## src/verilog/irqsc_pkg.sv

```systemverilog
// Overview of operation
// each source holds its own mode register; the type field picks its trigger
// internal sources choose level or edge; their polarity is fixed
// external sources choose high level, low level, rising or falling edge
// one write enables or disables sources; ones act, zeros are ignored
// the enable state reads back as a mask word
// disabled sources never take part in or block servicing
// set and clear commands force or remove pending on edge sources
// set and clear do nothing to level-sensitive sources
// a detected edge stays latched until cleared
// normal vector read clears only the current source's latched edge
// fast-forced sources are never auto-cleared by the normal vector read
// fast vector read clears source 0's latched edge
// pending register shows raw activity, masked or not
// current source register returns the serviced source number
// core status register mirrors both request outputs
// runs from an ungated clock regardless of power settings
// any asserted request output signals wake-up to an idle core
// with general mask on, wake-up still occurs without a request line
// source 0 is the fast interrupt pin
// source 1 is the OR of system peripheral lines
// sources 2 to 31 take peripheral or external lines
// source number equals the peripheral identifier
// each source has a 3-bit priority, 7 most urgent
// equal top priority resolves to the lowest source number
// external inputs pass two flip-flops before detection
package irqsc_pkg;
   localparam int unsigned NSRC = 32;
   localparam int unsigned AW   = 12;
   // register byte offsets
   localparam logic [AW-1:0] OFS_SMR0  = 12'h000;  // 32 words of source mode
   localparam logic [AW-1:0] OFS_NVEC  = 12'h100;
   localparam logic [AW-1:0] OFS_FVEC  = 12'h104;
   localparam logic [AW-1:0] OFS_CUR   = 12'h108;
   localparam logic [AW-1:0] OFS_PEND  = 12'h10C;
   localparam logic [AW-1:0] OFS_MASK  = 12'h110;
   localparam logic [AW-1:0] OFS_CORE  = 12'h114;
   localparam logic [AW-1:0] OFS_EN    = 12'h120;
   localparam logic [AW-1:0] OFS_DIS   = 12'h124;
   localparam logic [AW-1:0] OFS_CLR   = 12'h128;
   localparam logic [AW-1:0] OFS_SET   = 12'h12C;
   localparam logic [AW-1:0] OFS_EOI   = 12'h130;
   localparam logic [AW-1:0] OFS_FFEN  = 12'h140;
   localparam logic [AW-1:0] OFS_FFDIS = 12'h144;
   localparam logic [AW-1:0] OFS_FFSR  = 12'h148;
   localparam logic [AW-1:0] OFS_GCTL  = 12'h138;
   // source mode field layout
   localparam int unsigned PRI_LSB  = 0;
   localparam int unsigned PRI_W    = 3;
   localparam int unsigned TYPE_LSB = 5;
   localparam int unsigned TYPE_W   = 2;
   localparam int unsigned GCTL_GMSK = 0;
   localparam logic [31:0] SMR_RST  = 32'h0000_0000;
   localparam logic [4:0]  SRC_FAST = 5'h00;
   localparam logic [4:0]  SRC_SYS  = 5'h01;
   localparam logic [31:0] VEC_SPURIOUS = 32'h0000_0000;

   // source_type_field codes; internal sources only look at bit 0
   typedef enum logic [1:0] {
      ST_LVL_LOW  = 2'h0,
      ST_EDGE_NEG = 2'h1,
      ST_LVL_HIGH = 2'h2,
      ST_EDGE_POS = 2'h3
   } irqsc_type_e;

   typedef struct packed {
      logic       core_normal_request_n;
      logic       core_fast_request_n;
      logic       wake;
   } irqsc_core_s;
endpackage : irqsc_pkg

```

## src/verilog/irqsc_top.sv

```systemverilog
// The APB slave port and the placing of the registers were left to the implementer.
`timescale 1ns/10ps
module irqsc_top
   import irqsc_pkg::*;
#(
   parameter logic [31:0] EXT_MASK = 32'h6000_0001  // which sources come from pins
) (
   // clock and reset
   input  wire logic              pclk,
   input  wire logic              presetn,
   // apb slave
   input  wire logic              psel,
   input  wire logic              penable,
   input  wire logic              pwrite,
   input  wire logic [AW-1:0]     paddr,
   input  wire logic [31:0]       pwdata,
   output logic      [31:0]       prdata,
   output logic                   pready,
   output logic                   pslverr,
   // interrupt inputs
   input  wire logic              fast_irq_pin,
   input  wire logic [31:0]       ext_irq_pins,
   input  wire logic [31:0]       periph_irq,
   input  wire logic [7:0]        system_source,
   // core side
   output irqsc_core_s            core
);
   // the controller has no gating input at all: it runs whenever pclk runs

   logic [31:0] raw_in;
   logic [31:0] ext_s1_r, ext_s2_r;
   logic [31:0] src_prev_r;
   logic [31:0] edge_r;
   logic [31:0] mask_r;
   logic [31:0] ffen_r;
   logic [31:0] smr_r [NSRC];
   logic [4:0]  cur_r;
   logic [PRI_W-1:0] cur_pri_r;
   logic        busy_r;
   logic        gmask_r;
   logic        nreq_n_r, freq_n_r;
   logic [31:0] cond, pend_raw, is_edge;
   logic [4:0]  win_src;
   logic [PRI_W-1:0] win_pri;
   logic        win_any;
   logic        rd, wr;

   function automatic logic [PRI_W-1:0] pri_of(input logic [31:0] m);
      pri_of = m[PRI_LSB +: PRI_W];
   endfunction : pri_of

   function automatic logic [1:0] type_of(input logic [31:0] m);
      type_of = m[TYPE_LSB +: TYPE_W];
   endfunction : type_of

   // map inputs onto source numbers = peripheral identifiers
   always_comb begin
      raw_in = periph_irq;
      raw_in[SRC_FAST] = fast_irq_pin;
      raw_in[SRC_SYS] = |system_source;
      raw_in = (raw_in & ~EXT_MASK) | (ext_irq_pins & EXT_MASK);
      if (EXT_MASK[SRC_FAST])
         raw_in[SRC_FAST] = fast_irq_pin;
   end

   // pin inputs are resynchronised before any detection
   always_ff @(posedge pclk or negedge presetn) begin
      if (!presetn) begin
         ext_s1_r <= 32'h0000_0000;
         ext_s2_r <= 32'h0000_0000;
      end else begin
         ext_s1_r <= raw_in;
         ext_s2_r <= ext_s1_r;
      end
   end

   always_ff @(posedge pclk or negedge presetn) begin
      if (!presetn)
         src_prev_r <= 32'h0000_0000;
      else
         src_prev_r <= ext_s2_r;
   end

   assign rd = psel && penable && !pwrite;
   assign wr = psel && penable && pwrite;

   // per-source condition from the type field
   always_comb begin
      for (int i = 0; i < NSRC; i++) begin
         is_edge[i] = type_of(smr_r[i])[0];
         if (EXT_MASK[i]) begin
            unique case (irqsc_type_e'(type_of(smr_r[i])))
               ST_LVL_LOW:  cond[i] = !ext_s2_r[i];
               ST_LVL_HIGH: cond[i] = ext_s2_r[i];
               ST_EDGE_NEG: cond[i] = src_prev_r[i] && !ext_s2_r[i];
               ST_EDGE_POS: cond[i] = !src_prev_r[i] && ext_s2_r[i];
            endcase
         end else if (is_edge[i]) begin
            cond[i] = !src_prev_r[i] && ext_s2_r[i];
         end else begin
            cond[i] = ext_s2_r[i];
         end
         pend_raw[i] = is_edge[i] ? edge_r[i] : cond[i];
      end
   end

   // edge memory: set wins over all clears
   always_ff @(posedge pclk or negedge presetn) begin
      if (!presetn) begin
         edge_r <= 32'h0000_0000;
      end else begin
         logic [31:0] clr;
         logic [31:0] set;
         clr = 32'h0000_0000;
         set = cond & is_edge;
         if (wr && paddr == OFS_CLR)
            clr = pwdata & is_edge;
         if (wr && paddr == OFS_SET)
            set = set | (pwdata & is_edge);
         if (rd && paddr == OFS_NVEC && win_any && !ffen_r[win_src])
            clr[win_src] = 1'b1;
         if (rd && paddr == OFS_FVEC)
            clr[SRC_FAST] = 1'b1;
         edge_r <= (edge_r & ~clr) | set;
      end
   end

   // enable mask and fast forcing
   always_ff @(posedge pclk or negedge presetn) begin
      if (!presetn) begin
         mask_r <= 32'h0000_0000;
         ffen_r <= 32'h0000_0000;
         gmask_r <= 1'b0;
      end else if (wr) begin
         if (paddr == OFS_EN)
            mask_r <= mask_r | pwdata;
         if (paddr == OFS_DIS)
            mask_r <= mask_r & ~pwdata;
         if (paddr == OFS_FFEN)
            ffen_r <= ffen_r | (pwdata & 32'hFFFF_FFFE);
         if (paddr == OFS_FFDIS)
            ffen_r <= ffen_r & ~pwdata;
         if (paddr == OFS_GCTL)
            gmask_r <= pwdata[GCTL_GMSK];
      end
   end

   always_ff @(posedge pclk or negedge presetn) begin
      if (!presetn) begin
         for (int i = 0; i < NSRC; i++)
            smr_r[i] <= SMR_RST;
      end else if (wr && paddr[AW-1:7] == 5'h00) begin
         smr_r[paddr[6:2]] <= pwdata;
      end
   end

   // resolver: only enabled, non-forced sources 1..31 compete
   always_comb begin
      logic [31:0] cand;
      cand = pend_raw & mask_r & ~ffen_r;
      cand[SRC_FAST] = 1'b0;
      win_any = 1'b0;
      win_src = 5'h00;
      win_pri = 3'h0;
      for (int i = NSRC - 1; i >= 1; i--) begin
         // >= while scanning down lets the lowest number win ties
         if (cand[i] && (!win_any || pri_of(smr_r[i]) >= win_pri)) begin
            win_any = 1'b1;
            win_src = 5'(i);
            win_pri = pri_of(smr_r[i]);
         end
      end
   end

   // current source: latched at vector read, released by end-of-interrupt.
   // nesting is one deep here; deeper stacking is outside this stage
   always_ff @(posedge pclk or negedge presetn) begin
      if (!presetn) begin
         cur_r <= 5'h00;
         cur_pri_r <= 3'h0;
         busy_r <= 1'b0;
      end else if (rd && paddr == OFS_NVEC && win_any) begin
         cur_r <= win_src;
         cur_pri_r <= win_pri;
         busy_r <= 1'b1;
      end else if (wr && paddr == OFS_EOI) begin
         busy_r <= 1'b0;
      end
   end

   // request outputs registered, active low
   always_ff @(posedge pclk or negedge presetn) begin
      if (!presetn) begin
         nreq_n_r <= 1'b1;
         freq_n_r <= 1'b1;
      end else begin
         nreq_n_r <= !(win_any && !gmask_r && !(rd && paddr == OFS_NVEC)
                     && (!busy_r || win_pri > cur_pri_r));
         freq_n_r <= !(!gmask_r && |(pend_raw & mask_r & (ffen_r | 32'h0000_0001)));
      end
   end

   always_comb begin
      core.core_normal_request_n = nreq_n_r;
      core.core_fast_request_n = freq_n_r;
      // wake on any asserted request, and on any pending enabled event while the general mask is on
      core.wake = !nreq_n_r || !freq_n_r || (gmask_r && |(pend_raw & mask_r));
   end

   // apb: zero wait, unmapped addresses read zero and flag an error
   assign pready = 1'b1;
   always_comb begin
      prdata = 32'h0000_0000;
      pslverr = 1'b0;
      if (psel && penable) begin
         // only 0x000-0x07C hold mode words; the gap up to the vector register is unmapped
         if (paddr[AW-1:7] == 5'h00) begin
            prdata = pwrite ? 32'h0000_0000 : smr_r[paddr[6:2]];
         end else begin
            unique case (paddr)
               OFS_NVEC:  prdata = win_any ? {27'h0, win_src} : VEC_SPURIOUS;
               OFS_FVEC:  prdata = VEC_SPURIOUS;
               OFS_CUR:   prdata = {27'h0, cur_r};
               OFS_PEND:  prdata = pend_raw;
               OFS_MASK:  prdata = mask_r;
               OFS_CORE:  prdata = {30'h0, !freq_n_r, !nreq_n_r};
               OFS_FFSR:  prdata = ffen_r | 32'h0000_0001;
               OFS_GCTL:  prdata = {31'h0, gmask_r};
               OFS_EN, OFS_DIS, OFS_CLR, OFS_SET, OFS_EOI, OFS_FFEN, OFS_FFDIS:
                          prdata = 32'h0000_0000;
               default:   pslverr = 1'b1;
            endcase
         end
      end
   end
endmodule : irqsc_top

```

## config.mk

```make
export PLATFORM = sky130hd
export DESIGN_NAME = irqsc_top
export DESIGN_NICKNAME = d
export VERILOG_FILES = /design/src/verilog/irqsc_pkg.sv /design/src/verilog/irqsc_top.sv
export SDC_FILE = /design/constraint.sdc
export NUM_CORES = 2
export LEC_CHECK = 0
export BUFFER_PORTS_ARGS = -buffer_cell sky130_fd_sc_hd__buf_2
export CAP_MARGIN = 0
export CORE_ASPECT_RATIO = 0.5
export CORE_MARGIN = 2
export CORE_UTILIZATION = 35
export DETAILED_ROUTE_END_ITERATION = 8
export HOLD_SLACK_MARGIN = 0.05
export MAX_ROUTING_LAYER = met4
export PLACE_DENSITY = 0.55
export SLEW_MARGIN = 20
export SYNTH_ARGS = -nofsm -noshare
export SYNTH_HDL_FRONTEND = slang
export SYNTH_SLANG_ARGS = --single-unit
```

## constraint.sdc

```tcl
create_clock -name pclk -period 70.3 [get_ports pclk]
set_clock_uncertainty 0.1 [all_clocks]
set_input_delay 14.06 -clock pclk [delete_from_list [all_inputs] [get_ports pclk]]
set_output_delay 14.06 -clock pclk [all_outputs]
set_load 0.02 [all_outputs]
```

# ---- Word level (Yosys, flattened, before mapping)
# Cells that the tools add are included.
# Widths: inputs -> output; s select.
dict set report classes {
  n_eq_ne 24
  order_cmp 35
  muxes 185
  reduce_logical 204
  bitwise_logic 18
}
# op n
set op_table {}
lappend op_table {{$bwmux 1024} 1}
lappend op_table {{$mux 32} 13}
lappend op_table {{$and 32x32->32} 8}
lappend op_table {{$pmux 32 s7} 1}
lappend op_table {{$eq 12x9->1 const B} 15}
lappend op_table {{$bmux 32 s5} 1}
lappend op_table {{$demux 32 s5} 1}
lappend op_table {{$mux 5} 32}
lappend op_table {{$or 32x32->32} 5}
lappend op_table {{$mux 1} 100}
lappend op_table {{$not 32->32} 3}
lappend op_table {{$mux 3} 31}
lappend op_table {{$ge 3x3->1} 30}
lappend op_table {{$logic_and 1x1->1} 83}
lappend op_table {{$logic_not 1->1} 74}
lappend op_table {{$reduce_or 32->1} 2}
lappend op_table {{$logic_or 1x1->1} 33}
lappend op_table {{$or 32x31->32} 1}
lappend op_table {{$reduce_or 15->1} 1}
lappend op_table {{$eq 2x2->1 const B} 6}
lappend op_table {{$pmux 1 s4} 3}
lappend op_table {{$reduce_or 8->1} 1}
lappend op_table {{$eq 2x1->1 const B} 3}
lappend op_table {{$ge 6x6->1 const B} 1}
lappend op_table {{11 further kinds} 17}
dict set report totals {
  ff_bits 1228
  in_bits 122
  out_inout_bits 37
  wordCells 510
}

# ---- Longest topological paths before layout
dict set report depth {
  depth_word 137
  depth_mapped 225
  mapped_depth_nobuf 220
}

# ---- Worst setup path after synthesis
# Ideal clock, no wire load.
dict set report synth_timing {
  path_type {register to output}
  startpoint {register smr_r (netlist bit is_edge[31])}
  endpoint {output prdata[4]}
  required_ns 56.140
  n_path_buf 5
  t_arrival_ns 41.456
  stages_incl_launch_ff 211
  path_slack_ns 14.684
  cell_sequence {dfrtp_1 -> mux2_2 -> and2_2 -> nand2_1 -> ha_1 -> a21oi_1 -> o21ai_1 -> o21a_1 -> a22o_1 -> ha_1 -> nand2b_1 -> nand3_1 -> o211a_1 -> nor2_1 -> mux2_2 -> ha_1 -> nand2b_1 -> a21o_1 -> [175 not listed] -> and3_1 -> clkbuf_1 -> a31oi_1 -> ha_1 -> inv_1 -> a21oi_1 -> a221oi_2 -> nor2_1 -> a211oi_1 -> ha_1 -> nand2b_1 -> a21oi_1 -> nor2b_1 -> o31a_1 -> or4_1 -> nor2_1 -> nand3_1 -> a21oi_1}
}
dict set report synth_via {
  elab_chain_len 129
  word_cells_on_any_way 220
  cone_classes {order compare: 30; mux: 98; bitwise: 2; reduce/logical: 90}
}
# item line
set synth_rtl {}
lappend synth_rtl {{start, declared} irqsc_top.sv:36} ;# logic [31:0] smr_r [NSRC];
lappend synth_rtl {{start signal, assigned by index} irqsc_top.sv:153} ;# smr_r[paddr[6:2]] <= pwdata;
lappend synth_rtl {{$mux 1} irqsc_top.sv:98} ;# end else if (is_edge[i]) begin
lappend synth_rtl {{$mux 1 *} irqsc_top.sv:103} ;# pend_raw[i] = is_edge[i] ? edge_r[i] : cond[i];
lappend synth_rtl {{$and 32x32->32 * (2 in series)} irqsc_top.sv:160} ;# cand = pend_raw & mask_r & ~ffen_r;
lappend synth_rtl {{$mux 3 / $mux 1 (equally long branches)} irqsc_top.sv:167} ;# if (cand[i] && (!win_any || pri_of(smr_r[i]) >= win_pri)) begin
lappend synth_rtl {{$ge 3x3->1 / $logic_not 1->1 (equally long branches)} irqsc_top.sv:167}
lappend synth_rtl {{$logic_or 1x1->1} irqsc_top.sv:167}
lappend synth_rtl {{$logic_and 1x1->1} irqsc_top.sv:167}
lappend synth_rtl {{$mux 3 / $mux 1 (equally long branches)} irqsc_top.sv:167}
lappend synth_rtl {{[112 not listed]} -}
lappend synth_rtl {{$ge 3x3->1 / $logic_not 1->1 (equally long branches)} irqsc_top.sv:167}
lappend synth_rtl {{$logic_or 1x1->1} irqsc_top.sv:167}
lappend synth_rtl {{$logic_and 1x1->1} irqsc_top.sv:167}
lappend synth_rtl {{$mux 5 / $mux 1 (equally long branches)} irqsc_top.sv:167}
lappend synth_rtl {{$mux 5 *} irqsc_top.sv:221} ;# OFS_NVEC: prdata = win_any ? {27'h0, win_src} : VEC_SPURIOUS;
lappend synth_rtl {{$pmux 32 s7 *} irqsc_top.sv:220} ;# unique case (paddr)
lappend synth_rtl {{$mux 32 *} irqsc_top.sv:217} ;# if (paddr[AW-1:7] == 5'h00) begin
lappend synth_rtl {{$mux 32 *} irqsc_top.sv:215} ;# if (psel && penable) begin
lappend synth_rtl {{end, declared} irqsc_top.sv:17} ;# output logic [31:0] prdata,
# Every way passes the cells marked *; elsewhere a longest branch is shown, timed or not.

==> run metrics <==
cell type with the largest total area after synthesis dfrtp_1; number of buffers created by CTS 117; Antenna Violating Nets Remaining 0; root buffer selected by CTS clkbuf_16; Post CTS Setup Buffer Count 0; critical path launch point type flip-flop; master of the slowest instance on the critical path nor4_1; Max Slew Vio Count 0; pin count of the biggest net entering global routing 201; cell row count roughly 110; Worst-Margin Slew about 1.2 ns; proportion of synthesized chip area in sequential cells 51.1%; gate count after technology mapping between 4000 and 5000; total of warnings raised by yosys 0; switching share of power ~24%; RSZ-0062 raised after global routing false; CP most frequent cell ha_1; remaining max-slew budget at the tightest pin 21.7%; I/O Pins between 150 and 200; Setup CP Type reg -> out; Worst setup EP type output pin; H-tree lvl count 3; synthesized flop and latch total 1227; final worst-path cycle share 92.9%; routed metal-1 wire length 87500 um; biggest cell delay along the critical path 0.89 ns; Layout Area Growth over Synthesis 11.8%; post-cts repair resize count 0; Hold Violations, Final 0; number of detailed-route iterations in the first pass 7; Die Width 590 um; relative contribution of combinational cells to total power roughly 4.7%; prevailing post-synth register cell dfrtp_1; register area roughly 30000 um2; share of the synthesized area in the top cell type between 50% and 60%; worst-case vdd ir drop 19.6 uV; largest fanout on the critical path 12; Mean Syn Cell Area 13.0 um2; Design Area, Final approximately 67000 um2; CTS clk-pin slew, worst paths 0.07 ns; met3 WL 14300 um; total wirelength of the detailed-routed design 200000 um; port buffer count 123; Clk Latency, worst-skew pair 0.78 ns; number of max-capacitance violations reported 0; summed instance area of the synthesized netlist 60100 um2; fraction of the core area covered by cells at the end of the flow 39.4%; leading cell types by total area after synthesis dfrtp_1 51%, mux2_2 19%, mux4_2 9.6%; remaining global-route overflow 0; cell area reported after detailed placement around 63000 um2; number of synthesized flops with an enable pin 0; share of layout cells above drive strength 1 39.0%; aggregate negative setup slack 0 ns; DR DRC count 0; Via Count 41242; cts-stage hold buffer count 0; part of the total power dissipated in sequential elements 49.0%; clk sinks 1227; Initial Util 35.3%; power share of the clock group a little under half; nets between 4000 and 5000; Bufs on Longest Clock Path 3; total nets after synthesis 4802; placed wire-length estimate roughly 120000 um; Via-to-Cell Ratio 5.93; status completed; total internal power 1110 uW; maximum clock rate 15.3 MHz; vertical extent of the die 297 um; Final setup violation count 0; routed length per instance 28.8 um; via count of the first global-routing pass approximately 42000; first-pass GRT wire length ~300000 um; switching power 351 uW; total met2 wirelength after detailed routing approximately 91000 um; class of the tightest hold or removal check reg -> reg; Total Die Area 175000 um2; number of antenna violations at the first check in global routing 11; required time at the worst-slack endpoint approximately 56 ns; minimum period implied by the final worst setup slack 65.28 ns; top layer reached by signal wires met4; area of the multi-input gates 27800 um2; Cell variety after synth 108; fill cell instance count of the final layout about 16000; arrival time of the worst setup path slightly above 50 ns; global-route usage over all layers 23.4%; floorplan core area 170000 um2; TritonCTS clock tree built; leakage dissipation 0.0312 uW; post-synthesis async set-or-reset flop share 100%; DRC marker count from the first detailed-route iteration 4339; power density over the cells 21.7 nW/um2; global placement routability congestion between 0.9 and 1
==> final timing paths <==
check | startpoint | to | slack (ns) | depth (start not counted)
max in group asynchronous | presetn | smr_r[59]$_DFFE_PN0P_ | 53.06 | 5
min in group asynchronous | presetn | smr_r[401]$_DFFE_PN0P_ | 13.25 | 1
worst min register to register | ext_s1_r[11]$_DFF_PN0_ | ext_s2_r[11]$_DFF_PN0_ | 0.25 | 0
worst max register to register | flip-flop | edge_r[12]$_DFF_PN0_ | 19.25 | 208
worst min-delay path | ext_s1_r[11]$_DFF_PN0_ | ext_s2_r[11]$_DFF_PN0_ | 0.25 | 0
worst max-delay path | flip-flop | prdata[2] | 5.02 | 207
==> layer usage <==
| layer | vias up | global-route usage [%] |
|---|---|---|
| met5 | - | - |
| met2 | 1637 | 35.4 |
| li1 | 17192 | - |
| met3 | 382 | 4.06 |
| met4 | 0 | 7.77 |
| met1 | 22031 | 31.9 |
==> placed cells by master (no fill, tap or decap), types with 27 or more instances in the layout <==
cell type  synthesis  routed
ha_1              69      69
a31oi_1           85      85
nor3_1            34      28
a221oi_1          32      32
clkbuf_8           0      32
clkinv_2           0      27
nand4_1           46      46
a21oi_1          189     189
a21o_1            29      29
nand3_1           71      71
nand2b_1          38      38
clkbuf_16          0     118
buf_4              4      83
a22oi_1          128     128
inv_1             98      98
nor2_1           106      95
o21ai_0          115     115
buf_2              1     120
mux4_2           256     256
mux2_2          1034    1034
nand2_1          260     236
dfrtp_1         1225    1225
==> area by class of cell <==
class	count	area share (%)
sequential	1227	45.7
multi-input combinational	2905	41.3
clock buffer	170	5.16
tap	2289	4.26
timing repair buffer	212	2.05
clock inverter	49	0.935
inverter	98	0.547
antenna	6	0.0223
==> logic make-up (layout without fill, tap and decap cells) <==
| group | after synthesis | count (layout) | share of synthesized area [%] |
|---|---|---|---|
| xor+xnor | 3 | 3 | 0.0562 |
| mux | 1302 | 1302 | 29.2 |
| buf+inv | 479 | 529 | 3.03 |
| flops | 1227 | 1227 | 51.1 |
| fa+ha+maj | 72 | 72 | 1.49 |
| compound gates | 814 | 814 | 9.28 |
| other cells | 1 | 7 | 0.00624 |
| simple gates | 713 | 713 | 5.86 |
==> flip-flops by register name, summed over array words and instances, names as in the netlist, named ones only <==
signal	cells
smr_r	992
edge_r	32
ext_s1_r	32
ext_s2_r	32
is_edge	32
src_prev_r	32
cur_r	5
cur_pri_r	3
busy_r	1
freq_n_r	1
gmask_r	1
nreq_n_r	1
==> cell usage after synthesis (14+ instances only) <==
| library cell | instances |
|---|---|
| a211oi_1 | 18 |
| a21o_1 | 29 |
| a21oi_1 | 189 |
| a221oi_1 | 32 |
| a22oi_1 | 128 |
| a31oi_1 | 85 |
| a32o_1 | 16 |
| and2_1 | 16 |
| and3_1 | 17 |
| buf_1 | 109 |
| clkbuf_1 | 266 |
| dfrtp_1 | 1225 |
| ha_1 | 69 |
| inv_1 | 98 |
| mux2_2 | 1034 |
| mux4_2 | 256 |
| nand2_1 | 260 |
| nand2b_1 | 38 |
| nand3_1 | 71 |
| nand4_1 | 46 |
| nor2_1 | 106 |
| nor2b_1 | 21 |
| nor3_1 | 34 |
| nor4_1 | 20 |
| o211ai_1 | 24 |
| o21a_1 | 18 |
| o21ai_0 | 115 |
| or2_2 | 24 |
| or4_1 | 14 |
==> through the flow <==
stage / setup WS [ns] / total power [uW] / hold WS [ns] / instances
final: 5.02 / 1460 / 0.246 / 6956
after global routing: 1.33 / 1510 / 0.258 / 6955
after CTS: 5.64 / 1470 / 0.251 / 6949
after detailed placement: 6.72 / 798 / 0.236 / 6730
after global placement: 7.28 / 796 / 0.232 / 6730
after floorplan: 14.68 / 761 / 0.231 / 4611
==> power groups by stage <==
| stage | combinational, uW | clock (uW) | sequential, uW |
|---|---|---|---|
| after floorplan | 33.9 | 0 | 727 |
| after global placement | 66.8 | 0 | 729 |
| after detailed placement | 68.5 | 0 | 729 |
| after CTS | 68.7 | 688 | 716 |
| after global routing | 74.3 | 718 | 716 |
| final | 68.2 | 676 | 716 |
==> critical path, delay by kind of cell, from the launching register on <==
| kind | cells | cell delay [ns] |
|---|---|---|
| AOI/OAI and AO/OA | 85 | 21.11 |
| adders and majority gates | 32 | 8.43 |
| buffers and inverters | 6 | 0.76 |
| DFF | 1 | 0.42 |
| muxes | 11 | 4.12 |
| and+or+nand+nor | 73 | 15.42 |
Power figures use the tool's default switching activity.
